`config.mk`:
```
export PLATFORM = sky130hd
export DESIGN_NAME = ascii_serial_slave_framer
export DESIGN_NICKNAME = d
export VERILOG_FILES = /design/src/inc/framer_pkg.sv /design/src/hdl/frame_store.sv /design/src/hdl/byte_buffer.sv /design/src/hdl/ascii_serial_slave_framer.sv
export SDC_FILE = /design/constraint.sdc
export NUM_CORES = 2
export LEC_CHECK = 0
export BUFFER_PORTS_ARGS = -buffer_cell sky130_fd_sc_hd__buf_2
export CELL_PAD_IN_SITES_DETAIL_PLACEMENT = 1
export CELL_PAD_IN_SITES_GLOBAL_PLACEMENT = 1
export CORE_MARGIN = 4
export CORE_UTILIZATION = 53
export DETAILED_ROUTE_END_ITERATION = 12
export PLACE_DENSITY_LB_ADDON = 0.15
export SLEW_MARGIN = 20
export SYNTH_ARGS = -nofsm -noshare
export SYNTH_HDL_FRONTEND = slang
export SYNTH_SLANG_ARGS = --single-unit
```
`constraint.sdc`:
```
create_clock -name clock -period 17.8 [get_ports clock]
set_clock_uncertainty 0.1 [all_clocks]
set_input_delay 3.56 -clock clock [delete_from_list [all_inputs] [get_ports clock]]
set_output_delay 3.56 -clock clock [all_outputs]
set_load 0.02 [all_outputs]
```
`src/inc/framer_pkg.sv`:
```
/*
 * Constants and helper functions shared by the ASCII serial slave framer.
 * Assumes the byte-level serial receiver and transmitter sit outside the framer.
 */
package framer_pkg;

    // --------------------
    // Control codes
    // --------------------
    localparam logic [7:0] CODE_ENQ = 8'h05;
    localparam logic [7:0] CODE_ACK = 8'h06;
    localparam logic [7:0] CODE_NAK = 8'h15;
    localparam logic [7:0] CODE_EOT = 8'h04;
    localparam logic [7:0] CODE_ETX = 8'h03;

    // --------------------
    // Frame layout
    // --------------------
    localparam logic [8:0] MAX_FRAME = 9'h100;     // Whole frame, header to check
    localparam logic [8:0] ECHO_LEN = 9'h005;      // Station 2, command 1, type 2
    localparam logic [8:0] POS_BODY = 9'h006;      // First data position of a response
    localparam logic [8:0] ERR_CHARS = 9'h004;     // Error code in ASCII characters
    localparam logic [7:0] MAX_DATA = 8'hF7;       // Data that still fits one response
    localparam logic [7:0] RESET_BYTE = 8'h00;

    // --------------------
    // Error codes sent for malformed requests (arbitrary values)
    // --------------------
    localparam logic [15:0] ERR_TOO_LONG = 16'h0101;
    localparam logic [15:0] ERR_SHORT = 16'h0102;
    localparam logic [15:0] ERR_CHECK = 16'h0103;

    // Nibble to ASCII hex digit, upper case
    function automatic logic [7:0] hex_char(input logic [3:0] n);
        hex_char = (n < 4'hA) ? (8'h30 + {4'h0, n}) : (8'h37 + {4'h0, n});
    endfunction : hex_char

    // ASCII hex digit to {valid, value}
    function automatic logic [4:0] hex_value(input logic [7:0] c);
        if (c >= 8'h30 && c <= 8'h39)
        begin
            hex_value = {1'b1, c[3:0]};
        end
        else if ((c >= 8'h41 && c <= 8'h46) || (c >= 8'h61 && c <= 8'h66))
        begin
            hex_value = {1'b1, c[3:0] + 4'h9};
        end
        else
        begin
            hex_value = 5'h00;
        end
    endfunction : hex_value

    // Lower-case command letter selects a frame check
    function automatic logic is_lower(input logic [7:0] c);
        is_lower = (c >= 8'h61 && c <= 8'h7A);
    endfunction : is_lower

endpackage : framer_pkg

```
`src/hdl/frame_store.sv`:
```
/*
 * Byte memory holding the request data field and the response data.
 * Assumes one writer at a time, chosen by the framer; read data is registered.
 */
`timescale 1ns/1ns
module frame_store
    import framer_pkg::*;
(
    // Clock and reset
    input wire logic clock,
    input wire logic srst,
    // Write port
    input wire logic we,
    input wire logic [7:0] waddr,
    input wire logic [7:0] wdata,
    // Read port
    input wire logic [7:0] raddr,
    output logic [7:0] rdata
);

    logic [7:0] mem [0:255];

    // Write side
    always_ff @(posedge clock)
    begin
        if (we)
        begin
            mem[waddr] <= wdata;
        end
    end

    // Registered read
    always_ff @(posedge clock)
    begin
        if (srst)
        begin
            rdata <= RESET_BYTE;
        end
        else
        begin
            rdata <= mem[raddr];
        end
    end

endmodule : frame_store

```
`src/hdl/byte_buffer.sv`:
```
/*
 * Two-entry byte buffer with valid and ready on both sides.
 * Assumes the drain side may stall at any time; no byte is lost or repeated.
 */
`timescale 1ns/1ns
module byte_buffer
    import framer_pkg::*;
(
    // Clock and reset
    input wire logic clock,
    input wire logic srst,
    // Fill side
    input wire logic in_valid,
    input wire logic [7:0] in_data,
    output logic in_ready,
    // Drain side
    output logic out_valid,
    output logic [7:0] out_data,
    input wire logic out_ready
);

    logic [1:0] count;
    logic [7:0] second;

    // Handshakes and where an incoming byte lands
    wire take = in_valid && in_ready;
    wire give = out_valid && out_ready;
    wire load_second = take && ((count == 2'h1 && !give) || (count == 2'h2 && give));
    wire load_first = take && (count == 2'h0 || (give && count == 2'h1));
    wire [1:0] next_count = count + {1'b0, take} - {1'b0, give};
    assign in_ready = (count != 2'h2);

    // Occupancy
    always_ff @(posedge clock)
    begin
        if (srst)
        begin
            count <= 2'h0;
            out_valid <= 1'b0;
        end
        else
        begin
            count <= next_count;
            out_valid <= next_count != 2'h0; // Head valid leaves a flip-flop
        end
    end

    // Data shift
    always_ff @(posedge clock)
    begin
        if (srst)
        begin
            out_data <= RESET_BYTE;
            second <= RESET_BYTE;
        end
        else
        begin
            if (give && count == 2'h2)
            begin
                out_data <= second;
            end
            else if (load_first)
            begin
                out_data <= in_data;
            end
            if (load_second)
            begin
                second <= in_data;
            end
        end
    end

endmodule : byte_buffer

```
`src/hdl/ascii_serial_slave_framer.sv`:
```
/*
 * Slave framer: checks request frames and builds ACK or NAK responses.
 * Assumes an outside byte receiver and transmitter and an answering application.
 */
`timescale 1ns/1ns

// What this block does
// RQ1: The master opens each request with ENQ, then station, command, type and data.
// RQ2: The master closes the request with EOT after the data and before any check.
// RQ3: A good request is answered with a frame that starts with ACK.
// RQ4: A bad request is answered with a frame that starts with NAK.
// RQ5: Every response ends with ETX ahead of any check characters.
// RQ6: A NAK response carries a four-character error code in place of data.
// RQ7: An ACK response carries the result data, or nothing when there is none.
// RQ8: An ACK response repeats station, command and command type in order.
// RQ9: A NAK response repeats station, command and command type in order.
// RQ10: Numeric fields travel as ASCII hexadecimal digits.
// RQ11: No frame may pass 256 bytes, and a longer request is treated as bad.
// RQ12: A lower-case command letter adds a check after the tail, upper case does not.
// RQ13: Channel 1 is point to point; channel 2 drives a shared bus only while answering.
// RQ14: The check is the low byte of the sum from header to tail, in two hex digits.
// RQ15: A request for another station number is ignored and not answered.
module ascii_serial_slave_framer
    import framer_pkg::*;
(
    // Clock and reset
    input wire logic clock,
    input wire logic srst,
    // Configuration
    input wire logic [7:0] own_station,
    input wire logic chan2,
    // Received bytes
    input wire logic rx_valid,
    input wire logic [7:0] rx_data,
    // Bytes to send
    output logic tx_valid,
    output logic [7:0] tx_data,
    input wire logic tx_ready,
    output logic bus_drive_en,
    // Accepted request
    output logic req_valid,
    output logic [7:0] req_cmd,
    output logic [15:0] req_type,
    output logic [7:0] req_len,
    input wire logic [7:0] req_rd_addr,
    output logic [7:0] req_rd_data,
    // Answer from the application
    input wire logic ans_wr,
    input wire logic [7:0] ans_addr,
    input wire logic [7:0] ans_wdata,
    input wire logic ans_start,
    input wire logic ans_ok,
    input wire logic [7:0] ans_len,
    input wire logic [15:0] ans_err,
    output logic busy
);

    // --------------------
    // State
    // --------------------
    typedef enum logic [5:0] {
        S_IDLE = 6'h01,
        S_BODY = 6'h02,
        S_CHK_HI = 6'h04,
        S_CHK_LO = 6'h08,
        S_WAIT = 6'h10,
        S_SEND = 6'h20
    } state_e;

    state_e state;
    logic [8:0] frame_len;
    logic [8:0] body_len;
    logic [7:0] rx_sum;
    logic err_long;
    logic [4:0] chk_hi;
    logic [7:0] st_hi;
    logic [7:0] st_lo;
    logic [7:0] ct_hi;
    logic [7:0] ct_lo;
    logic nak;
    logic [15:0] err_code;
    logic [7:0] data_len;
    logic [8:0] pos;
    logic rd_ok;
    logic [7:0] tx_sum;

    logic buf_ready;
    logic [7:0] mem_rdata;

    // --------------------
    // Request decoding
    // --------------------
    wire got_enq = rx_valid && rx_data == CODE_ENQ; // RQ1
    wire got_eot = rx_valid && rx_data == CODE_EOT; // RQ2
    wire with_chk = is_lower(req_cmd); // RQ12
    wire [4:0] st_hi_v = hex_value(st_hi); // RQ10
    wire [4:0] st_lo_v = hex_value(st_lo); // RQ10
    wire [4:0] chk_lo = hex_value(rx_data);
    wire station_ok = body_len >= 9'h002 && st_hi_v[4] && st_lo_v[4]
        && {st_hi_v[3:0], st_lo_v[3:0]} == own_station; // RQ15
    wire chk_bad = !(chk_hi[4] && chk_lo[4] && {chk_hi[3:0], chk_lo[3:0]} == rx_sum); // RQ14
    wire in_body = state == S_BODY && rx_valid && !got_enq && !got_eot;
    wire finish = (state == S_BODY && got_eot && !with_chk) || (state == S_CHK_LO && rx_valid);
    wire is_short = body_len < ECHO_LEN;
    wire too_long = err_long || (rx_valid && frame_len == MAX_FRAME); // RQ11
    wire is_bad = too_long || is_short || (state == S_CHK_LO && chk_bad);
    wire [15:0] rx_err = too_long ? ERR_TOO_LONG : (is_short ? ERR_SHORT : ERR_CHECK);
    wire store_rx = in_body && !err_long && !is_short;
    wire [8:0] rx_addr = body_len - ECHO_LEN;

    // --------------------
    // Response byte selection
    // --------------------
    wire [8:0] body_n = nak ? ERR_CHARS : {1'b0, data_len};
    wire [8:0] pos_etx = POS_BODY + body_n;
    wire [8:0] last_pos = with_chk ? pos_etx + 9'h002 : pos_etx;
    wire [8:0] ofs = pos - POS_BODY;
    wire in_data = !nak && pos >= POS_BODY && pos < pos_etx;
    wire [3:0] err_nib = ofs[1:0] == 2'h0 ? err_code[15:12] :
        ofs[1:0] == 2'h1 ? err_code[11:8] :
        ofs[1:0] == 2'h2 ? err_code[7:4] : err_code[3:0];
    wire [7:0] tx_byte =
        pos == 9'h000 ? (nak ? CODE_NAK : CODE_ACK) : // RQ3 RQ4
        pos == 9'h001 ? st_hi : // RQ8 RQ9
        pos == 9'h002 ? st_lo :
        pos == 9'h003 ? req_cmd :
        pos == 9'h004 ? ct_hi :
        pos == 9'h005 ? ct_lo :
        pos < pos_etx ? (nak ? hex_char(err_nib) : mem_rdata) : // RQ6 RQ7
        pos == pos_etx ? CODE_ETX : // RQ5
        pos == pos_etx + 9'h001 ? hex_char(tx_sum[7:4]) : hex_char(tx_sum[3:0]); // RQ14
    wire push = state == S_SEND && buf_ready && (!in_data || rd_ok);

    // Memory sharing: receiver, application writes while waiting, sender reads
    wire mem_we = store_rx || (state == S_WAIT && ans_wr);
    wire [7:0] mem_waddr = state == S_WAIT ? ans_addr : rx_addr[7:0];
    wire [7:0] mem_wdata = state == S_WAIT ? ans_wdata : rx_data;
    wire [7:0] mem_raddr = state == S_SEND ? ofs[7:0] : req_rd_addr;
    wire [7:0] ans_fit = ans_len > MAX_DATA ? MAX_DATA : ans_len; // RQ11

    // --------------------
    // Storage and output buffer
    // --------------------
    frame_store store (
        .clock(clock),
        .srst(srst),
        .we(mem_we),
        .waddr(mem_waddr),
        .wdata(mem_wdata),
        .raddr(mem_raddr),
        .rdata(mem_rdata)
    );

    byte_buffer out_buf (
        .clock(clock),
        .srst(srst),
        .in_valid(push),
        .in_data(tx_byte),
        .in_ready(buf_ready),
        .out_valid(tx_valid),
        .out_data(tx_data),
        .out_ready(tx_ready)
    );

    assign req_rd_data = mem_rdata;

    // --------------------
    // Frame sequencing
    // --------------------
    always_ff @(posedge clock)
    begin
        if (srst)
        begin
            state <= S_IDLE;
            frame_len <= 9'h000;
            body_len <= 9'h000;
            rx_sum <= RESET_BYTE;
            err_long <= 1'b0;
            chk_hi <= 5'h00;
            st_hi <= RESET_BYTE;
            st_lo <= RESET_BYTE;
            req_cmd <= RESET_BYTE;
            ct_hi <= RESET_BYTE;
            ct_lo <= RESET_BYTE;
            nak <= 1'b0;
            err_code <= 16'h0000;
            data_len <= RESET_BYTE;
            pos <= 9'h000;
            rd_ok <= 1'b0;
            tx_sum <= RESET_BYTE;
            req_valid <= 1'b0;
            req_len <= RESET_BYTE;
        end
        else
        begin
            req_valid <= 1'b0;
            case (state)
                S_IDLE, S_BODY, S_CHK_HI, S_CHK_LO:
                begin
                    // A fresh ENQ restarts reception in every state except S_WAIT and S_SEND
                    if (got_enq)
                    begin
                        state <= S_BODY; // RQ1
                        frame_len <= 9'h001;
                        body_len <= 9'h000;
                        rx_sum <= CODE_ENQ;
                        err_long <= 1'b0;
                        req_cmd <= RESET_BYTE;
                    end
                    else if (state != S_IDLE && rx_valid)
                    begin
                        if (frame_len == MAX_FRAME)
                        begin
                            err_long <= 1'b1; // RQ11
                        end
                        else
                        begin
                            frame_len <= frame_len + 9'h001;
                        end
                        if (state == S_BODY)
                        begin
                            rx_sum <= rx_sum + rx_data; // RQ14
                        end
                        if (in_body && !err_long)
                        begin
                            body_len <= body_len + 9'h001;
                            case (body_len)
                                9'h000: st_hi <= rx_data;
                                9'h001: st_lo <= rx_data;
                                9'h002: req_cmd <= rx_data;
                                9'h003: ct_hi <= rx_data;
                                9'h004: ct_lo <= rx_data;
                                default: ;
                            endcase
                        end
                        if (state == S_BODY && got_eot && with_chk)
                        begin
                            state <= S_CHK_HI; // RQ2 RQ12
                        end
                        else if (state == S_CHK_HI)
                        begin
                            chk_hi <= hex_value(rx_data);
                            state <= S_CHK_LO;
                        end
                        else if (finish)
                        begin
                            req_len <= rx_addr[7:0];
                            if (!station_ok)
                            begin
                                state <= S_IDLE; // RQ15
                            end
                            else if (is_bad)
                            begin
                                nak <= 1'b1; // RQ4
                                err_code <= rx_err;
                                state <= S_SEND;
                                pos <= 9'h000;
                                tx_sum <= RESET_BYTE;
                                rd_ok <= 1'b0;
                            end
                            else
                            begin
                                req_valid <= 1'b1;
                                state <= S_WAIT;
                            end
                        end
                    end
                end
                S_WAIT:
                begin
                    // Application decides the kind of answer
                    if (ans_start)
                    begin
                        nak <= !ans_ok; // RQ3 RQ4
                        err_code <= ans_err;
                        data_len <= ans_fit;
                        state <= S_SEND;
                        pos <= 9'h000;
                        tx_sum <= RESET_BYTE;
                        rd_ok <= 1'b0;
                    end
                end
                S_SEND:
                begin
                    // Data bytes wait one cycle for the registered memory read
                    if (in_data && !rd_ok)
                    begin
                        rd_ok <= 1'b1;
                    end
                    if (push)
                    begin
                        rd_ok <= 1'b0;
                        pos <= pos + 9'h001;
                        if (pos <= pos_etx)
                        begin
                            tx_sum <= tx_sum + tx_byte; // RQ14
                        end
                        if (pos == last_pos)
                        begin
                            state <= S_IDLE; // RQ12
                        end
                    end
                end
                default:
                begin
                    state <= S_IDLE;
                end
            endcase
        end
    end

    // --------------------
    // Line drive and status
    // --------------------
    always_ff @(posedge clock)
    begin
        if (srst)
        begin
            bus_drive_en <= 1'b0;
            busy <= 1'b0;
            req_type <= 16'h0000;
        end
        else
        begin
            // Shared bus is released once the last byte has left
            bus_drive_en <= chan2 ? (state == S_SEND || tx_valid) : 1'b1; // RQ13
            busy <= state != S_IDLE;
            req_type <= {ct_hi, ct_lo};
        end
    end

endmodule : ascii_serial_slave_framer

```
Yosys cells after proc, flatten, opt, wreduce, memory -nomap -nowiden
Memories as Yosys holds them, arrays and structs flattened. A register that Yosys moved wholly into a read port is not among the register bits.
Cells that the tools add are included.
{ "word_totals": {"regBits": 167, "mem_bits_rw": 2048, "inputBits": 72, "output_inout_bits": 52, "elab_cells": 339, "memories": 1} }
{ "op_classes": {"add_sub_neg": 21, "n_lt_le_gt_ge": 29, "eq_ne": 44, "muxes": 114, "n_bitwise": 7, "n_reduce_logical": 97} }
{ "mem_list": {"columns": ["memory", "depth", "width", "read_ports", "rd_clocked_by_memory_dff", "wr", "line_no", "rtl"], "rows": [
  ["store.mem", 256, 8, 1, 1, 1, "frame_store.sv:21", "logic [7:0] mem [0:255];"]
]} }
{ "ops": {"columns": ["op", "count"], "rows": [
  ["$mux W8", 32],
  ["$mux W9", 16],
  ["$mux W16", 8],
  ["$mux W6", 10],
  ["$ge A8 B7 Y1 const B", 7],
  ["$le A8 B7 Y1 const B", 7],
  ["$add A6 B4 Y7 const A", 6],
  ["$logic_and A1 B1 Y1", 42],
  ["$add A9 B1 Y9 const B", 4],
  ["$eq A9 B2 Y1 const B", 4],
  ["$mux W5", 7],
  ["$mux W7", 5],
  ["$pmux W16 S2", 1],
  ["$reduce_and A5 Y1", 6],
  ["$eq A9 B3 Y1 const B", 3],
  ["$eq A9 B9 Y1", 3],
  ["$pmux W9 S3", 1],
  ["$mux W1", 26],
  ["$ge A8 B6 Y1 const B", 3],
  ["$le A8 B6 Y1 const B", 3],
  ["$pmux W8 S3", 1],
  ["$ne A2 B2 Y1 const B", 10],
  ["$reduce_and A10 Y1", 2],
  ["$eq A9 B1 Y1 const B", 2],
  ["50 further kinds", 103]
]} }

Logic depth before layout (Yosys ltp)
{ "depth": {"ltp_word": 19, "ltp_mapped": 30, "mapped_depth_nobuf": 27} }

By module
A second synthesis with hierarchy kept.
{ "hier_totals": {"cells_unflattened": 5377, "hier_area_um2": 91474.0} }
{ "modules_own_cells": {"columns": ["mod", "instances", "cells_each", "area_each_um2", "seq_area_each_um2"], "rows": [
  ["frame_store", 1, 4027, 80636.1, 61659.1],
  ["ascii_serial_slave_framer", 1, 1268, 9948.3, 2962.8],
  ["byte_buffer", 1, 82, 889.6, 380.4]
]} }

Worst setup path before layout
Ideal clock, no wire load.
{ "synth_timing": {"kind": "input-to-reg", "start": "in rx_data[1]", "end": "mem store.mem[0][1] (data pin)", "setup_ps": 2189, "arrival_ps": 13641, "required_ps": 15511, "setup_slack_ps": 1871, "path_stages": 2, "path_buffers": 0, "cell_sequence": "inv_1 o21ai_0"} }
{ "synth_between": {"elab_chain_len": 1} }
{ "synth_rtl": {"columns": ["element", "line_no", "rtl"], "rows": [
  ["from (decl)", "ascii_serial_slave_framer.sv:34", "input wire logic [7:0] rx_data,"],
  ["$mux W8", "ascii_serial_slave_framer.sv:137", "wire [7:0] mem_wdata = state == S_WAIT ? ans_wdata : rx_data;"],
  ["via mem_wdata[1]", "ascii_serial_slave_framer.sv:137", null],
  ["to (decl)", "frame_store.sv:21", null]
]} }
The timed path passes the listed nets, and every way through them passes these cells.

Worst setup path after layout
{ "layout_timing": {"start": "in req_rd_addr[0]", "end": "reg store.rdata[5] (read register of store.mem)"} }
{ "layout_between": {"elab_chain_len": 1} }
{ "layout_rtl": {"columns": ["element", "line_no", "rtl"], "rows": [
  ["from (decl)", "ascii_serial_slave_framer.sv:45", "input wire logic [7:0] req_rd_addr,"],
  ["$mux W8", "ascii_serial_slave_framer.sv:138", "wire [7:0] mem_raddr = state == S_SEND ? ofs[7:0] : req_rd_addr;"],
  ["to (decl)", "frame_store.sv:18", "output logic [7:0] rdata"]
]} }
Every way passes these cells.
A chain may end at the register's enable or synchronous reset.

==> impl_metrics.tcl <==
set metrics [dict create \
    min_period_ns 8.30 \
    synthesis.area_mm2 0.0907 \
    ios 124 \
    synth_edf_count 2048 \
    start_kind "input pin" \
    critical_path_class "in2reg" \
    setup_viol 0 \
    grt_pass1_vias 59400 \
    fin_ws_ns 9.50 \
    slowest_delay_ns 0.89 \
    synthAdderAreaFrac 0.00762 \
    area_growth_pct 11.2 \
    cts_buffers 221 \
    rows 151 \
    ir_drop_mv 0.109 \
    clk_pin_slew_worst_paths_ns 0.06 \
    finalSetupTns_ns 0 \
    post-route-util 0.594 \
    grt-ovfl-total 0 \
    antenna_found_initial 14 \
    dr.pass1.iters 6 \
    drc 0 \
    cts_setup_buffers 0 \
    synth_nets 6362 \
    cts_buffer_depth 3 \
    synth_compound_area_frac 0.0612 \
    vias 58100 \
    ys_top_cells_by_count "edfxtp_1 (2048), nand2_1 (1056), nor2_1 (503)" \
    path_cells "buf_2 -> o21ai_2 -> nand2_4 -> buf_4 -> buf_4 -> buf_4 -> and3_1 -> a31oi_1 -> o2111ai_1 -> o21ai_1 -> a221oi_1 -> a41oi_1" \
    worstPathMaxFanout 66 \
    routed_wl_um 295000 \
    synth.avg_cell_area_um2 14.5 \
    multi_input_area_mm2 0.0240 \
    slew_violations 0 \
    die_h_um 422 \
    clkSinkCount 2223 \
    synth_top_area_frac 0.678 \
    ys_ff_latch 2223 \
    netlist-cell-type-count 93 \
    preCtsSetupSlack_ns 8.93 \
    cp_top_family "compound AO/OA/AOI/OAI gates" \
    muxShareOfSynthArea 0.0768 \
    holdBufCountCts 0 \
    min_path_type "reg2reg" \
    synth_top_family_by_area "simple AND/OR/NAND/NOR gates" \
    wl_per_cell_um 33.7 \
    cts-resized-gates 0 \
    synthTopCellsByArea "edfxtp_1 (68%), mux4_2 (5.5%), nand2_1 (4.4%)" \
    grt_use_total 0.328 \
    drt-initial-drc-count 7580 \
    synth_xor_area_frac 0.00730 \
    async_reset_ff_frac 0 \
    cts_tree "built" \
    synth_cells 6236 \
    min_period_over_period 0.466 \
    status "finished clean" \
    p_leak_nw 33.3 \
    root_buffer "clkbuf_16" \
    dpl.hpwl_um 181000 \
    cpMostUsedCell "buf_4" \
    cap_violations 0 \
    max_slew_margin 0.179 \
    coreArea_mm2 0.170 \
    grt_pass1_wl_um 424000 \
    yosys.area.top_type "edfxtp_1" \
    crit_buf_inv 4 \
    synth_most_common_cell "edfxtp_1" \
    critPathArrivalTime_ns 8.89 \
    cts.htree.levels 4 \
    tightest_slew_ns 1.22 \
    p_total_mw 10.9 \
    fillers 15700 \
    clk_latency_ns 0.88 \
    finalNetCount 6447 \
    cp_slowest_cell "a221oi_1" \
    drive_gt1_frac 0.131 \
    viasPerCell 6.65 \
    synthSimpleGateAreaFrac 0.108 \
    grt_max_degree 195 \
    rsz0062_at_grt "no" \
    io_buffers 123 \
    finalHoldViolCount 0 \
    start_util 0.534 \
    crit_required_ns 18.40 \
    yosysWarnings 0 \
    synthFlopType "edfxtp_1" \
    critPathCaptureType "register" \
    regArea_mm2 0.0650 \
    power.density_mw_per_mm2 108 \
    gp_congestion 0.904 \
    ant_nets 0 \
    max_freq_mhz 120 \
    fp.dieW_um 422 \
    dieArea_mm2 0.178 \
    ys_seq_area_frac 0.717 \
]
## layout by cell type, fill, tap and decap left out, drive strengths merged, types with 10 or more instances in the layout
cell     instances
a22oi          104
xor2            32
nor3b           10
nand3          283
edfxtp        2048
o2111ai         13
a21o            14
nor2           508
or2             11
nor4            13
bufinv          18
nand4          124
xnor2           41
a311oi          23
or3             25
and2            25
dfxtp          175
inv             67
nor2b           32
a211oi          19
a32oi          140
ha              52
nand2b          11
nor3            41
and3            60
o21ai          118
clkinv         102
nand2         1056
diode           11
mux4           220
o211ai          16
buf            242
a21oi          139
a31oi           68
clkbuf         282
a221oi          26
o22ai           21
mux2i          193
## cell families (layout without fill, tap and decap cells)
logic type	count (synthesis)	count (layout)
AND/OR/NAND/NOR	2237	2237
flip-flops	2223	2223
AO/OA/AOI/OAI	791	791
buffers and inverters	437	717
multiplexers	420	420
XOR/XNOR	74	74
adder cells (fa/ha/maj)	54	54
other	0	11
## metrics by stage
stage / std cells / hold slack (ns) / cell area, um^2
2_1_floorplan: 6236 / 0.328 / 90700
3_3_place_gp: 8315 / 0.341 / 93600
3_5_place_dp: 8316 / 0.351 / 93700
4_1_cts: 8734 / 0.360 / 101000
5_1_grt: 8736 / 0.381 / 101000
6_report: 8745 / 0.361 / 101000
## tightest hold or removal path: stages, from the launching register on
cell     delay (ns)
dfxtp_1        0.31
nand2_1        0.05
a21oi_1        0.05
## cell type report
type / count / area share
diodes: 11 / 0.000273
clock buffers: 282 / 0.0581
clock inverters: 136 / 0.0127
inverters: 57 / 0.00212
multi-input cells: 3576 / 0.238
flip-flops and latches: 2223 / 0.645
well taps: 2218 / 0.0275
repair buffers: 242 / 0.0164
## routing by layer
metal	routed length, um	share of wire	up-vias	track usage
met3	28400	0.097	674	0.0747
li1	-	-	24100	-
met2	137000	0.46	3125	0.507
met5	56	0.00019	-	0
met1	114000	0.39	30200	0.447
met4	14900	0.050	8	0.152
## state kept, by name, indices dropped and copies added, names as in the netlist, 9 cells and up
signal     flops
frame_len      9
err_code      16
pos            9
store.mem   2048
body_len       9
req_type      16
## report_power, final
group / switching [mW] / internal, mW / leakage, nW
registers: 0.0115 / 5.70 / 19.8
logic: 0.393 / 0.139 / 9.96
clock network: 2.05 / 2.60 / 3.50
total: 2.45 / 8.44 / 33.3
## path summary, 6_finish.rpt
kind | cells past startpoint | from | slack (ns) | endpoint
worst max register to register | 12 | state[5]$_SDFFE_PP0P_ | 11.28 | store.rdata[5]$_SDFF_PP0_
worst min-delay path | 2 | err_code[7]$_SDFFE_PP0P_ | 0.36 | err_code[7]$_SDFFE_PP0P_
worst max-delay path | 12 | req_rd_addr[0] | 9.50 | store.rdata[5]$_SDFF_PP0_
worst min register to register | 2 | err_code[7]$_SDFFE_PP0P_ | 0.36 | err_code[7]$_SDFFE_PP0P_
(Power assumes the default switching activity.)
